==> src/rtl/cic_pkg.sv <==
package cic_pkg;
    // ==================================================
    // Bus geometry and answers
    // ==================================================
    localparam int         ADDR_W      = 12;
    localparam logic [1:0] RESP_OKAY   = 2'h0;
    localparam logic [1:0] RESP_SLVERR = 2'h2;

    // ==================================================
    // Register indices, byte address is four times these
    // ==================================================
    localparam logic [9:0] IDX_CTRL_B0 = 10'h00b; // Control, bank 0
    localparam logic [9:0] IDX_CTRL_B1 = 10'h08b; // Control, bank 1
    localparam logic [9:0] IDX_CTRL_B2 = 10'h10b; // Control, bank 2
    localparam logic [9:0] IDX_CTRL_B3 = 10'h18b; // Control, bank 3
    localparam logic [9:0] IDX_DATA_A  = 10'h006; // Port pin readback
    localparam logic [9:0] IDX_STATUS  = 10'h040; // Sticky event status
    localparam logic [9:0] IDX_MASK    = 10'h041; // Event mask

    // ==================================================
    // Control register fields and reset value
    // ==================================================
    localparam int        GLB_EN_BIT = 7; // Global enable
    localparam int        GRP_EN_BIT = 6; // Peripheral group enable
    localparam int        TMR_IE_BIT = 5; // Timer overflow enable
    localparam int        EXT_IE_BIT = 4; // External pin enable
    localparam int        RB_IE_BIT  = 3; // Port change enable
    localparam int        TMR_IF_BIT = 2; // Timer overflow flag
    localparam int        EXT_IF_BIT = 1; // External pin flag
    localparam int        RB_IF_BIT  = 0; // Port change flag
    localparam logic [7:0] CTRL_RST  = 8'h00;

    // ==================================================
    // Event status fields
    // ==================================================
    localparam int         EV_W      = 4;
    localparam int         EV_TMR    = 0;
    localparam int         EV_EXT    = 1;
    localparam int         EV_RB     = 2;
    localparam int         EV_TAKE   = 3;
    localparam logic [3:0] EV_RST    = 4'h0;

    // ==================================================
    // Program counter vectors
    // ==================================================
    localparam int          PC_W      = 13;
    localparam logic [12:0] VEC_RESET = 13'h0000;
    localparam logic [12:0] VEC_IRQ   = 13'h0004;

    // Register selected by a bus address
    typedef enum logic [2:0] {
        SEL_NONE, SEL_CTRL, SEL_DATA_A, SEL_STATUS, SEL_MASK
    } cic_sel_t;

    // Address decode shared by both bus directions
    function automatic cic_sel_t cic_decode(input logic [ADDR_W-1:0] addr);
        logic [9:0] idx;
        idx = addr[ADDR_W-1:2];
        if (addr[1:0] != 2'h0) begin
            return SEL_NONE;
        end
        unique case (idx)
            IDX_CTRL_B0, IDX_CTRL_B1, IDX_CTRL_B2, IDX_CTRL_B3: return SEL_CTRL;
            IDX_DATA_A: return SEL_DATA_A;
            IDX_STATUS: return SEL_STATUS;
            IDX_MASK:   return SEL_MASK;
            default:    return SEL_NONE;
        endcase
    endfunction : cic_decode
endpackage : cic_pkg

==> src/rtl/cic_data_reg_a_if.sv <==
`timescale 1ns/100ps
// Port change detector hookup
interface cic_data_reg_a_if;
    logic [3:0] upper_data_reg_a_pins; // Compared pins
    logic       relatch;          // Capture pins now
    logic       mismatch;         // Pins differ from capture
    modport ctrl (output upper_data_reg_a_pins, output relatch, input mismatch);
    modport det  (input upper_data_reg_a_pins, input relatch, output mismatch);
endinterface : cic_data_reg_a_if

==> src/rtl/cic_data_reg_a_change.sv <==
`timescale 1ns/100ps
module cic_data_reg_a_change
    import cic_pkg::*;
(
    input  wire logic  i_clk,
    input  wire logic  i_srst,
    cic_data_reg_a_if.det   pb
);
    // ==================================================
    // Last captured pin values
    // ==================================================
    logic [3:0] latched; // Reference for comparison

    // Capture on a software read of the pins
    always_ff @(posedge i_clk) begin
        if (i_srst) begin
            latched <= 4'h0;
        end else if (pb.relatch) begin
            latched <= pb.upper_data_reg_a_pins;
        end
    end

    // Mismatch is high while the pins differ from the last capture
    assign pb.mismatch = (pb.upper_data_reg_a_pins != latched);
endmodule : cic_data_reg_a_change

==> src/rtl/cic_core_irq_ctrl.sv <==
`timescale 1ns/100ps
// Functional notes
// - Flags set regardless of any enable bit
// - Control register readable, writable, three sources
// - Bit seven gates the core interrupt request, not o_irq
// - Port change flag sets while mismatch persists
// - Pin read relatches; only software clears flag
// - Reset vector zero, interrupt vector four
// - Control register mirrored at four banks
module cic_core_irq_ctrl
    import cic_pkg::*;
(
    input  wire logic              i_clk,
    input  wire logic              i_srst,
    // AXI4-Lite slave
    input  wire logic [ADDR_W-1:0] i_s_axi_awaddr,
    input  wire logic              i_s_axi_awvalid,
    output logic                   o_s_axi_awready,
    input  wire logic [31:0]       i_s_axi_wdata,
    input  wire logic [3:0]        i_s_axi_wstrb,
    input  wire logic              i_s_axi_wvalid,
    output logic                   o_s_axi_wready,
    output logic [1:0]             o_s_axi_bresp,
    output logic                   o_s_axi_bvalid,
    input  wire logic              i_s_axi_bready,
    input  wire logic [ADDR_W-1:0] i_s_axi_araddr,
    input  wire logic              i_s_axi_arvalid,
    output logic                   o_s_axi_arready,
    output logic [31:0]            o_s_axi_rdata,
    output logic [1:0]             o_s_axi_rresp,
    output logic                   o_s_axi_rvalid,
    input  wire logic              i_s_axi_rready,
    // Interrupt sources
    input  wire logic              i_timer_overflow,
    input  wire logic              i_ext_irq_pin,
    input  wire logic [7:0]        i_data_reg_a_pins,
    input  wire logic              i_periph_irq_pending,
    // Core sequencer side
    output logic                   o_core_irq_req,
    input  wire logic              i_core_irq_ack,
    output logic [PC_W-1:0]        o_branch_addr,
    output logic                   o_branch_load,
    // Event interrupt
    output logic                   o_irq
);
    // ==================================================
    // Declarations
    // ==================================================
    logic [ADDR_W-1:0] aw_addr;     // Held write address
    logic              aw_held;     // Write address taken
    logic [7:0]        w_data;      // Held write byte
    logic              w_lane0;     // Low byte lane enabled
    logic              w_held;      // Write data taken
    logic              wr_fire;     // Write performed this cycle
    cic_sel_t          wr_sel;      // Write target
    cic_sel_t          rd_sel;      // Read target
    logic              rd_take;     // Read address handshake
    logic [7:0]        rd_byte;     // Read mux output
    logic [7:0]        ctrl;        // Shared control register
    logic [7:0]        next_ctrl;   // Its next value
    logic [EV_W-1:0]   status;      // Sticky events
    logic [EV_W-1:0]   next_status; // Its next value
    logic [EV_W-1:0]   mask;        // Event mask
    logic [EV_W-1:0]   events;      // This cycle's events
    logic              ext_prev;    // Pin sample last cycle
    logic              ext_rise;    // External pin rising edge
    logic              take;        // Core accepts request
    logic              ctrl_wr;     // Control written
    cic_data_reg_a_if       pb ();       // Port change link

    // ==================================================
    // Port change detector
    // ==================================================
    assign pb.upper_data_reg_a_pins = i_data_reg_a_pins[7:4];
    assign pb.relatch = rd_take && (rd_sel == SEL_DATA_A);

    cic_data_reg_a_change u_data_reg_a_change (
        .i_clk  (i_clk),
        .i_srst (i_srst),
        .pb     (pb.det)
    );

    // ==================================================
    // Write channel
    // ==================================================
    assign o_s_axi_awready = !aw_held;
    assign o_s_axi_wready  = !w_held;
    assign wr_fire         = aw_held && w_held && !o_s_axi_bvalid;
    assign wr_sel          = cic_decode(aw_addr);

    // Address capture
    always_ff @(posedge i_clk) begin
        if (i_srst) begin
            aw_held <= 1'b0;
            aw_addr <= '0;
        end else if (i_s_axi_awvalid && !aw_held) begin
            aw_held <= 1'b1;
            aw_addr <= i_s_axi_awaddr;
        end else if (wr_fire) begin
            aw_held <= 1'b0;
        end
    end

    // Data capture
    always_ff @(posedge i_clk) begin
        if (i_srst) begin
            w_held  <= 1'b0;
            w_data  <= 8'h00;
            w_lane0 <= 1'b0;
        end else if (i_s_axi_wvalid && !w_held) begin
            w_held  <= 1'b1;
            w_data  <= i_s_axi_wdata[7:0];
            w_lane0 <= i_s_axi_wstrb[0];
        end else if (wr_fire) begin
            w_held <= 1'b0;
        end
    end

    // Write response
    always_ff @(posedge i_clk) begin
        if (i_srst) begin
            o_s_axi_bvalid <= 1'b0;
            o_s_axi_bresp  <= RESP_OKAY;
        end else if (wr_fire) begin
            o_s_axi_bvalid <= 1'b1;
            o_s_axi_bresp  <= (wr_sel == SEL_NONE) ? RESP_SLVERR : RESP_OKAY;
        end else if (i_s_axi_bready) begin
            o_s_axi_bvalid <= 1'b0;
        end
    end

    // ==================================================
    // Read channel
    // ==================================================
    assign o_s_axi_arready = !o_s_axi_rvalid;
    assign rd_take         = i_s_axi_arvalid && !o_s_axi_rvalid;
    assign rd_sel          = cic_decode(i_s_axi_araddr);

    // Read mux, upper bits read as zero
    always_comb begin
        rd_byte = 8'h00;
        unique case (rd_sel)
            SEL_CTRL:   rd_byte = ctrl;
            SEL_DATA_A: rd_byte = i_data_reg_a_pins;
            SEL_STATUS: rd_byte = {4'h0, status};
            SEL_MASK:   rd_byte = {4'h0, mask};
            SEL_NONE:   rd_byte = 8'h00;
        endcase
    end

    // Read data and response
    always_ff @(posedge i_clk) begin
        if (i_srst) begin
            o_s_axi_rvalid <= 1'b0;
            o_s_axi_rdata  <= 32'h0000_0000;
            o_s_axi_rresp  <= RESP_OKAY;
        end else if (rd_take) begin
            o_s_axi_rvalid <= 1'b1;
            o_s_axi_rdata  <= {24'h00_0000, rd_byte};
            o_s_axi_rresp  <= (rd_sel == SEL_NONE) ? RESP_SLVERR : RESP_OKAY;
        end else if (i_s_axi_rready) begin
            o_s_axi_rvalid <= 1'b0;
        end
    end

    // ==================================================
    // Source detection
    // ==================================================
    // Pin level from last cycle
    always_ff @(posedge i_clk) begin
        if (i_srst) begin
            ext_prev <= 1'b0;
        end else begin
            ext_prev <= i_ext_irq_pin;
        end
    end

    assign ext_rise = i_ext_irq_pin && !ext_prev;
    assign ctrl_wr  = wr_fire && (wr_sel == SEL_CTRL) && w_lane0;

    // ==================================================
    // Control register
    // ==================================================
    // Hardware sets win over a software write of zero
    always_comb begin
        next_ctrl = ctrl;
        if (ctrl_wr) begin
            next_ctrl = w_data;
        end
        if (take) begin
            next_ctrl[GLB_EN_BIT] = 1'b0; // Block nesting
        end
        if (i_timer_overflow) begin
            next_ctrl[TMR_IF_BIT] = 1'b1;
        end
        if (ext_rise) begin
            next_ctrl[EXT_IF_BIT] = 1'b1;
        end
        if (pb.mismatch) begin
            next_ctrl[RB_IF_BIT] = 1'b1;
        end
    end

    // Single physical copy for all banks
    always_ff @(posedge i_clk) begin
        if (i_srst) begin
            ctrl <= CTRL_RST;
        end else begin
            ctrl <= next_ctrl;
        end
    end

    // ==================================================
    // Request to the core
    // ==================================================
    always_comb begin
        o_core_irq_req = ctrl[GLB_EN_BIT] &&
            ((ctrl[TMR_IF_BIT] && ctrl[TMR_IE_BIT]) ||
             (ctrl[EXT_IF_BIT] && ctrl[EXT_IE_BIT]) ||
             (ctrl[RB_IF_BIT] && ctrl[RB_IE_BIT]) ||
             (ctrl[GRP_EN_BIT] && i_periph_irq_pending));
    end

    assign take = o_core_irq_req && i_core_irq_ack;

    // Vector to load into the program counter
    always_ff @(posedge i_clk) begin
        if (i_srst) begin
            o_branch_addr <= VEC_RESET;
            o_branch_load <= 1'b1;
        end else if (take) begin
            o_branch_addr <= VEC_IRQ;
            o_branch_load <= 1'b1;
        end else begin
            o_branch_load <= 1'b0;
        end
    end

    // ==================================================
    // Event status, mask and interrupt line
    // ==================================================
    always_comb begin
        events          = EV_RST;
        events[EV_TMR]  = i_timer_overflow;
        events[EV_EXT]  = ext_rise;
        events[EV_RB]   = pb.mismatch && !ctrl[RB_IF_BIT];
        events[EV_TAKE] = take;
        next_status = status;
        if (wr_fire && (wr_sel == SEL_STATUS) && w_lane0) begin
            next_status = status & ~w_data[EV_W-1:0]; // Write one clears
        end
        next_status = next_status | events; // Set wins
    end

    // Sticky status
    always_ff @(posedge i_clk) begin
        if (i_srst) begin
            status <= EV_RST;
        end else begin
            status <= next_status;
        end
    end

    // Mask register
    always_ff @(posedge i_clk) begin
        if (i_srst) begin
            mask <= EV_RST;
        end else if (wr_fire && (wr_sel == SEL_MASK) && w_lane0) begin
            mask <= w_data[EV_W-1:0];
        end
    end

    assign o_irq = |(status & mask);
endmodule : cic_core_irq_ctrl

==> config.mk <==
export PLATFORM = sky130hd
export DESIGN_NAME = cic_core_irq_ctrl
export DESIGN_NICKNAME = d
export VERILOG_FILES = /design/src/rtl/cic_pkg.sv /design/src/rtl/cic_data_reg_a_if.sv /design/src/rtl/cic_data_reg_a_change.sv /design/src/rtl/cic_core_irq_ctrl.sv
export SDC_FILE = /design/constraint.sdc
export NUM_CORES = 1
export LEC_CHECK = 0
export ABC_AREA = 1
export ABC_CLOCK_PERIOD_IN_PS = 1470
export BUFFER_PORTS_ARGS = -buffer_cell sky130_fd_sc_hd__buf_4
export CAP_MARGIN = 40
export CORE_ASPECT_RATIO = 1.2
export CORE_UTILIZATION = 43
export CTS_BUF_LIST = sky130_fd_sc_hd__clkbuf_8 sky130_fd_sc_hd__clkbuf_16
export DETAILED_ROUTE_END_ITERATION = 10
export MAX_ROUTING_LAYER = met4
export PLACE_DENSITY = 0.73
export SLEW_MARGIN = 20
export SYNTH_ARGS = -nofsm -noshare
export SYNTH_HDL_FRONTEND = slang
export SYNTH_SLANG_ARGS = --single-unit
==> constraint.sdc <==
create_clock -name i_clk -period 1.47 [get_ports i_clk]
set_input_delay 0.0735 -clock i_clk [delete_from_list [all_inputs] [get_ports i_clk]]
set_output_delay 0.0735 -clock i_clk [all_outputs]
set_load 0.005 [all_outputs]
Word-level counts from Yosys, hierarchy flattened
Index checks and enable logic that the tools add are counted.
{"block": "op_classes", "n_mux": 24, "eq_ne": 22, "reduce_logical": 44, "bitwise": 4}
{"cell": "$eq A10 B7 Y1 const B", "n": 4}
{"cell": "$eq A10 B9 Y1 const B", "n": 4}
{"cell": "$pmux W8 S5", "n": 1}
{"cell": "$pmux W3 S4", "n": 2}
{"cell": "$eq A10 B3 Y1 const B", "n": 2}
{"cell": "$eq A10 B4 Y1 const B", "n": 2}
{"cell": "$eq A10 B8 Y1 const B", "n": 2}
{"cell": "$logic_and A1 B1 Y1", "n": 20}
{"cell": "$reduce_bool A2 Y1", "n": 9}
{"cell": "$mux W3", "n": 5}
{"cell": "$mux W1", "n": 13}
{"cell": "$reduce_or A4 Y1", "n": 3}
{"cell": "$eq A3 B2 Y1 const B", "n": 3}
{"cell": "$and A4 B4 Y4", "n": 2}
{"cell": "$eq A3 B1 Y1 const B", "n": 2}
{"cell": "$eq A3 B3 Y1 const B", "n": 2}
{"cell": "$logic_not A1 Y1", "n": 6}
{"cell": "$logic_not A3 Y1", "n": 2}
{"cell": "$mux W2", "n": 2}
{"cell": "$mux W4", "n": 1}
{"cell": "$ne A4 B4 Y1", "n": 1}
{"cell": "$not A4 Y4", "n": 1}
{"cell": "$or A4 B4 Y4", "n": 1}
{"cell": "$logic_or A1 B1 Y1", "n": 3}
{"cell": "$reduce_or A2 Y1", "n": 1}
{"block": "totals", "ff_bits": 60, "word_cells": 115, "output_inout_bits": 57}

Depth between registers and ports, before layout
Gate-level depths: netlist of the first run.
{"block": "depth", "depth_word": 9, "ltp_mapped": 12}

Cells and area by module
A second synthesis of the first run with hierarchy kept.
{"block": "unflattened", "hier_cells": 444, "hier_area_um2": 3171.8}
{"mod": "cic_core_irq_ctrl", "instances": 1, "area_per_inst_um2": 2952.8, "cells_per_inst": 408, "seq_area_each_um2": 1081.0}
{"mod": "cic_data_reg_a_change", "instances": 1, "area_per_inst_um2": 219.0, "cells_per_inst": 36, "seq_area_each_um2": 80.1}

Worst setup path before layout of the first run
OpenSTA, ideal clock, no wires.
{"block": "synth_path", "kind": "register to register", "startpoint": "reg aw_addr[4]", "endpoint": "reg ctrl[6]", "required_ns": 1.356, "synth_period_minus_slack_ns": 1.429, "slack_ns": 0.041, "stages_incl_launch_ff": 11, "path_buffers": 0, "arrival_time_ns": 1.315, "cell_sequence": "dfxtp_1 -> inv_1 -> nor2_1 -> nand3_1 -> or2_1 -> a21oi_4 -> inv_4 -> nand2_8 -> inv_6 -> o21ai_2 -> nor2_2"}
{"block": "synth_between", "elab_chain_len": 7}
{"element": "start: declaration", "line_no": "cic_core_irq_ctrl.sv:49", "rtl": "logic [ADDR_W-1:0] aw_addr;"}
{"element": "start signal: assignment", "line_no": "cic_core_irq_ctrl.sv:98", "rtl": "aw_addr <= i_s_axi_awaddr;"}
{"element": "$eq A10 B4 Y1 (tied with other cells)", "line_no": "cic_pkg.sv:62", "rtl": "unique case (idx)"}
{"element": "$reduce_or A4 Y1", "line_no": "cic_pkg.sv:62"}
{"element": "$pmux W3 S4 (*)", "line_no": "cic_pkg.sv:62"}
{"element": "$mux W3 (*)", "line_no": "cic_pkg.sv:62"}
{"element": "$eq A3 B1 Y1 (*)", "line_no": "cic_core_irq_ctrl.sv:179", "rtl": "assign ctrl_wr = wr_fire && (wr_sel == SEL_CTRL) && w_lane0;"}
{"element": "$logic_and A1 B1 Y1 (*) (2 in a row)", "line_no": "cic_core_irq_ctrl.sv:179"}
{"element": "end signal: assignment", "line_no": "cic_core_irq_ctrl.sv:209", "rtl": "ctrl <= next_ctrl;"}
{"element": "end: declaration", "line_no": "cic_core_irq_ctrl.sv:59", "rtl": "logic [7:0] ctrl;"}
Mark *: on every way between the ends. The rest lies on a longest branch, timed or not.
A chain may end at the register's enable or synchronous reset.

Worst setup path in the final report of the first run
{"block": "layout_path", "startpoint": "reg aw_addr[11]", "endpoint": "reg ctrl[0]"}
{"block": "layout_between", "elab_chain_len": 8}
{"element": "$eq A10 B4 Y1 (tied with other cells)", "line_no": "cic_pkg.sv:62"}
{"element": "$reduce_or A4 Y1", "line_no": "cic_pkg.sv:62"}
{"element": "$pmux W3 S4 (*)", "line_no": "cic_pkg.sv:62"}
{"element": "$mux W3 (*)", "line_no": "cic_pkg.sv:62"}
{"element": "$eq A3 B1 Y1 (*)", "line_no": "cic_core_irq_ctrl.sv:179"}
{"element": "$logic_and A1 B1 Y1 (*) (2 in a row)", "line_no": "cic_core_irq_ctrl.sv:179"}
{"element": "$reduce_bool A2 Y1 (no line) (*)"}
Marked as above.

==> results of run 1 <==
layer usage:
metal	vias up	wire (um)	track usage
met4	0	232	0.112
met1	1359	3050	0.221
li1	1606	-	-
met2	109	3800	0.371
met3	21	470	0.0507
met5	-	0	-
cell usage after synthesis (2+ instances only):
cell	count	share of area
sky130_fd_sc_hd__a21oi_1	17	0.027
sky130_fd_sc_hd__a21oi_2	4	0.011
sky130_fd_sc_hd__a21oi_4	2	0.010
sky130_fd_sc_hd__buf_1	2	0.0023
sky130_fd_sc_hd__buf_4	38	0.089
sky130_fd_sc_hd__clkbuf_1	5	0.0059
sky130_fd_sc_hd__dfxtp_1	58	0.36
sky130_fd_sc_hd__inv_1	53	0.062
sky130_fd_sc_hd__inv_2	4	0.0047
sky130_fd_sc_hd__nand2_1	81	0.095
sky130_fd_sc_hd__nand2_2	8	0.016
sky130_fd_sc_hd__nand2_4	2	0.0070
sky130_fd_sc_hd__nand3_1	30	0.047
sky130_fd_sc_hd__nand3_4	2	0.011
sky130_fd_sc_hd__nand4_1	9	0.018
sky130_fd_sc_hd__nor2_1	75	0.088
sky130_fd_sc_hd__nor2_2	12	0.023
sky130_fd_sc_hd__nor3_1	7	0.011
sky130_fd_sc_hd__nor3_2	4	0.012
sky130_fd_sc_hd__o21ai_0	27	0.042
sky130_fd_sc_hd__o21ai_1	3	0.0047
sky130_fd_sc_hd__or2_2	2	0.0039
sky130_fd_sc_hd__xnor2_1	3	0.0082
logic make-up (layout without fill, tap and decap cells):
logic type                Yosys count  after routing
DFF                                58             58
buffers and inverters             106            184
and+or+nand+nor                   237            239
xor gates and xnor gates            4              4
AOI/OAI and AO/OA                  56             56
other                               1             38
metrics by stage:
stage          utilization  hold WS (ns)  worst slack, ns  power (mW)  instances
2_1_floorplan            -         0.194           0.0413        2.05        499
3_3_place_gp         0.520         0.289          -0.0254        2.20        626
3_5_place_dp         0.520         0.297          -0.0682        2.21        626
4_1_cts              0.586       0.00503          -0.0521        3.55        668
5_1_grt              0.592        0.0193           -0.207        3.71        669
6_report             0.592       0.00831          -0.0656        3.55        669
registers in the layout, indices dropped and copies added, names as in the netlist, 4 cells and up:
register,flops
aw_addr,12
ctrl,8
mask,4
o_s_axi_rdata,8
status,4
u_data_reg_a_change.latched,4
w_data,8
area by class of cell:
cell class | instances | area (sq um) | area share
Tap cell | 90 | 113 | 0.0263
Timing Repair Buffer | 109 | 891 | 0.208
Inverter | 60 | 233 | 0.0544
Clock inverter | 4 | 18.8 | 0.00439
Multi-Input combinational cell | 337 | 1710 | 0.399
Clock buffer | 11 | 151 | 0.0354
Sequential cell | 58 | 1160 | 0.272
worst register-to-register path: cells and delay by family, from the launching register on:
kind                   cells  cell delay (ns)
buffers and inverters      1             0.03
DFF                        1             0.32
and+or+nand+nor           11             1.08
repair_timing:
action / CTS / global route
buffers inserted: 4 / 1
hold buffers: 21 / 0
endpoints found under the hold margin: 21 / 0
gates cloned: 2 / 0
resized for setup: 8 / 8
pin swaps: 1 / 3
endpoints found under the setup margin: 11 / 18
power groups by stage:
stage          registers (mW)  logic, mW  clock network, mW
2_1_floorplan            1.72      0.331                  0
3_3_place_gp             1.74      0.463                  0
3_5_place_dp             1.74      0.471                  0
4_1_cts                  1.71      0.531               1.31
5_1_grt                  1.72      0.604               1.39
6_report                 1.71      0.540               1.30
final timing paths:
check                         start          endpoint  slack, ns  cells after the start
setup / recovery        aw_addr[11]           ctrl[0]      -0.07                     12
hold / removal    i_s_axi_awaddr[3]        aw_addr[3]      0.008                      3
setup reg to reg        aw_addr[11]           ctrl[0]      -0.07                     12
hold reg to reg    o_branch_addr[2]  o_branch_addr[2]       0.46                      2
==> impl_metrics.csv, run 1 <==
group,metric,value,unit
floorplan,design.die.area,0.00781,sq mm
timing,max_freq,0.651,GHz
floorplan,floorplan.rows,34,
timing,final_worst_path_cycle_share,1.04,
grt,grt_first_pass_wirelength,12000,um
finish,finish.net_count,654,
clock_tree,clock_tree.buffer_depth,2,
timing,final.setup.worst_slack,-0.0656,ns
synth,share_of_flip_flops_with_an_asynchronous_set_or_reset_after_synthesis,0,
drt,detail_route.first_pass.iterations,4,
clock_tree,clock_latency,0.35,ns
drt,avgViaCountPerCell,4.63,
synth,synth.yosys.warnings,0,
timing,setup_viol_count_final,11,
timing,rsz0062_at_grt,"true",
timing,total_count_of_max_transition_violations_in_the_final_report,0,
finish,num_antenna_cells,0,
grt,global_route.usage.total,0.213,
grt,antenna_found_initial,0,
synth,synth_enable_flop_cells,0,
floorplan,floorplan.die.width,80.8,um
synth,synthAdderAreaFrac,0,
worst_setup_path,worst-path-max-fanout,5,
finish,final_layout_size_suffix_gt1_frac,0.282,
place,dpl-instance-area,0.00376,sq mm
grt,grt_start_max_net_pins,31,
job,drv.max_cap_violation_count,0,
timing,final.setup_skew,0.0108,ns
synth,synthesis.area_per_instance,6.94,sq um
worst_setup_path,critPathArrivalTime,1.78,ns
worst_setup_path,path_buf_inv,1,
finish,postLayoutCellArea,0.00428,sq mm
synth,syn_area,0.00321,sq mm
clock_tree,htree_depth,3,
worst_setup_path,max_stage_delay,0.32,ns
synth,register_bit_total_from_synthesis,58,
drt,first_iter_violations,122,
synth,synth-compound-area-share,0.102,
drt,drt_drc_violations_left,0,
finish,mostFrequentLayoutCell,"sky130_fd_sc_hd__buf_4",
power,power_frac_seq,0.483,
worst_setup_path,setup.worst_path.end_class,"flop",
worst_setup_path,critical-path-top-delay-family,"simple AND/OR/NAND/NOR gates",
timing,final_hold_viol_count,0,
power,leakagePower,2.10,nW
finish,layout.cells.most_common_list,"sky130_fd_sc_hd__buf_4 (85), sky130_fd_sc_hd__nand2_1 (79), sky130_fd_sc_hd__nor2_1 (73)",
status,violations_in_the_final_reports,"setup timing",
power,peakVddDrop,0.712,mV
clock_tree,clock_sink_count,58,
timing,period_needed,1.54,ns
place,dp_hpwl,5500,um
drt,route.detailed.wl_per_inst,11.3,um
power,fraction_of_power_spent_switching_nets,0.270,
power,power_spent_charging_and_discharging_nets,958,uW
synth,post_synth_mux_area_share,0,
synth,synth_cell_types,37,
finish,filler_cell_count,687,
worst_setup_path,critical-path-top-cell-by-count,"sky130_fd_sc_hd__nand2_2",
finish,area_growth,33.5,%
worst_setup_path,library_cell_contributing_the_largest_single_delay_on_the_critical_path,"sky130_fd_sc_hd__dfxtp_1",
drt,drt.antenna.violating_nets,0,
place,place.gp.congestion,0.839,
floorplan,num_io_pins,136,
grt,first_global_vias,2796,
grt,overflow,0,
worst_setup_path,criticalPathCategory,"reg -> reg",
power,power.combinational.fraction,0.152,
drt,dr_total_vias,3095,
floorplan,placeableCoreArea,0.00723,sq mm
hold_path,timing.hold.worst.class,"in -> reg",
synth,post_synthesis_simple_gate_area_fraction,0.352,
synth,netlist_instances,462,
place,numPortBuffers,70,
timing,setup-tns-final,-0.323,ns
clock_tree,tritoncts,"yes",
floorplan,chipHeight,96.6,um
synth,synth_top_family_by_area,"simple AND/OR/NAND/NOR gates",
power,internal_power,2.59,mW
drt,wirelength,7550,um
worst_setup_path,type_of_element_launching_the_critical_path,"flop",
clock_tree,clkTransAtPathRegs,0.06,ns
synth,register_area_share_after_synthesis,0.362,
worst_setup_path,cp_cell_sequence,"nor2_1 > nand2_1 > nor3_2 > nand2_2 > nand2_2 > nand2_4 > nor2_8 > nand2_8 > nand2_2 > nand3_2 > nand2_1 > inv_1",
clock_tree,cts-buffers-inserted,9,
synth,synth_xor_area_frac,0.0109,
worst_setup_path,worstPathRequired,1.71,ns
floorplan,floorplan.initialDensity,0.443,
power,pwr-share-clk,0.365,
synth,postSynth.topFlopCell,"sky130_fd_sc_hd__dfxtp_1",
power,p_per_area,829,mW/mm^2
clock_tree,clockRootBuffer,"sky130_fd_sc_hd__clkbuf_8",
status,status,"complete, but fails checks",
Power figures use the tool's default switching activity.
==> inputs of run 2 (changes only) <==
CELL_PAD_IN_SITES_DETAIL_PLACEMENT = 1   (was default)
CELL_PAD_IN_SITES_GLOBAL_PLACEMENT = 2   (was default)
CORE_UTILIZATION = 22   (was 43)
PLACE_DENSITY = 0.72   (was 0.73)
==> impl_metrics.csv, run 2 (synthesis results as in run 1) <==
group,metric,value,unit
status,violations_in_the_final_reports,"DRC, setup timing",
place,dp_hpwl,7420,um
finish,flip_flop_count_of_the_largest_register_all_copies_and_words_added,12,
worst_setup_path,worst-path-max-fanout,4,
job,drv.max_cap_violation_count,0,
floorplan,floorplan.die.width,112,um
clock_tree,clkTransAtPathRegs,0.05,ns
place,place_ws,-0.0909,ns
finish,filler_cell_count,1731,
floorplan,num_io_pins,136,
grt,first_global_vias,3303,
finish,finish.net_count,659,
floorplan,floorplan.rows,47,
timing,transition_time_at_the_pin_with_the_least_slew_margin,0.540,ns
worst_setup_path,critPathArrivalTime,1.90,ns
status,status,"complete, but fails checks",
grt,overflow,0,
drt,dr_total_vias,3176,
grt,antenna_found_initial,0,
hold_path,timing.hold.worst.class,"in -> reg",
timing,period_needed,1.69,ns
finish,register_area,0.00117,sq mm
finish,area_growth,45.2,%
clock_tree,htree_depth,3,
worst_setup_path,setup.worst_path.end_class,"flop",
place,place.gp.congestion,0.760,
grt,global_route.usage.total,0.135,
floorplan,design.die.area,0.0151,sq mm
timing,max_freq,0.592,GHz
finish,final_layout_size_suffix_gt1_frac,0.328,
power,leakagePower,2.22,nW
timing,setup_viol_count_final,16,
floorplan,floorplan.initialDensity,0.229,
power,p_per_area,998,mW/mm^2
finish,mostFrequentLayoutCell,"sky130_fd_sc_hd__buf_4",
drt,detail_route.first_pass.iterations,7,
finish,multiInputGateArea,0.00176,sq mm
finish,final_cell_count_no_fill,756,
timing,final_worst_path_cycle_share,1.15,
finish,num_antenna_cells,0,
worst_setup_path,startpoint,"aw_addr[11]",
timing,final.setup_skew,0.00753,ns
worst_setup_path,regToRegStartpoint,"aw_addr[11]",
place,numPortBuffers,70,
floorplan,placeableCoreArea,0.0140,sq mm
clock_tree,clock_sink_count,58,
hold_path,hold_start,"i_s_axi_bready",
drt,first_iter_violations,106,
place,place_inst,716,
worst_setup_path,worstPathRequired,1.68,ns
finish,post-route-util,0.332,
worst_setup_path,type_of_element_launching_the_critical_path,"flop",
clock_tree,clockRootBuffer,"sky130_fd_sc_hd__clkbuf_16",
clock_tree,clock_tree.buffer_depth,2,
timing,total_count_of_max_transition_violations_in_the_final_report,0,
drt,route.detailed.wl_per_inst,12.8,um
drt,avgViaCountPerCell,4.20,
timing,final_hold_viol_count,0,
timing,final.setup.worst_slack,-0.220,ns
finish,registers.top_by_ff_count,"aw_addr",
grt,grt_start_max_net_pins,17,
clock_tree,clock_latency,0.33,ns
worst_setup_path,criticalPathCategory,"reg -> reg",
drt,drt.antenna.violating_nets,0,
grt,grt_first_pass_wirelength,15400,um
power,peakVddDrop,0.621,mV
clock_tree,tritoncts,"yes",
clock_tree,cts-buffers-inserted,9,
timing,max-slew-margin-rel,0.639,
drt,drt_drc_violations_left,7,
timing,rsz0062_at_grt,"true",
drt,wirelength,9660,um
finish,layout.cells.most_common_list,"sky130_fd_sc_hd__buf_4 (92), sky130_fd_sc_hd__nand2_1 (78), sky130_fd_sc_hd__nor2_1 (70)",
floorplan,chipHeight,134,um
timing,setup-tns-final,-2.40,ns
run 2: cell types whose count changed in the layout (fill, tap and decap cells not counted), sizes merged:
cell / change
clkbuf: +1
clkinvlp: +1
clkinv: -2
bufinv: +2
inv: -1
dlygate4sd3: -4
buf: +9
run 2: worst max-delay path, stage by stage, from the launching register on:
cell                      delay, ns
sky130_fd_sc_hd__dfxtp_2       0.31
sky130_fd_sc_hd__nor2_1        0.13
sky130_fd_sc_hd__nand2_1       0.10
sky130_fd_sc_hd__nor3_2        0.20
sky130_fd_sc_hd__nand2_2       0.12
sky130_fd_sc_hd__nand2_2       0.09
sky130_fd_sc_hd__nand2_4       0.08
sky130_fd_sc_hd__buf_12        0.13
sky130_fd_sc_hd__nor2_4        0.18
sky130_fd_sc_hd__nand3_2       0.10
sky130_fd_sc_hd__nand2_1       0.07
sky130_fd_sc_hd__a21oi_1       0.05
run 2: area by class of cell:
cell class,instances,area share
Clock buffer,12,0.0573
Multi-Input combinational cell,337,0.379
Timing Repair Buffer,114,0.201
Inverter,60,0.0506
Clock inverter,4,0.0156
Tap cell,171,0.0460
Sequential cell,58,0.251
run 2: timing repair:
action                     CTS  global route
gates resized for setup     17            24
setup endpoints to repair   12            17
hold endpoints to repair    17             0
buffers inserted             3             3
hold buffers                17             0
gates cloned                 2             0
pin swaps                    8            18
run 2: where the power goes:
part | internal (mW) | leakage (nW) | switching [mW]
Combinational | 0.286 | 1.58 | 0.304
Clock | 1.62 | 0.165 | 0.718
Sequential | 1.65 | 0.478 | 0.0659
run 2: path summary, 6_finish.rpt:
path	end	slack, ns	cells after the start
setup / recovery	status[1]	-0.22	11
hold / removal	o_s_axi_bvalid	0.003	4
setup reg to reg	status[1]	-0.22	11
hold reg to reg	o_branch_addr[2]	0.45	2
run 2: routing by layer:
metal | up-vias | wire [um] | global-route usage
met5 | - | 0 | -
met4 | 0 | 172 | 0.0563
met3 | 13 | 412 | 0.0267
met2 | 71 | 5160 | 0.255
met1 | 1475 | 3910 | 0.136
li1 | 1617 | - | -
run 2: per-stage QoR:
| step | instance area [sq um] | hold WS (ns) | total power [mW] |
|---|---|---|---|
| 3_3_place_gp | 3950 | 0.299 | 2.25 |
| 3_5_place_dp | 3950 | 0.304 | 2.26 |
| 5_1_grt | 4650 | 0.0122 | 4.84 |
| 2_1_floorplan | 3340 | 0.194 | 2.05 |
| 6_report | 4650 | 0.00340 | 4.64 |
| 4_1_cts | 4560 | 0.00624 | 4.68 |
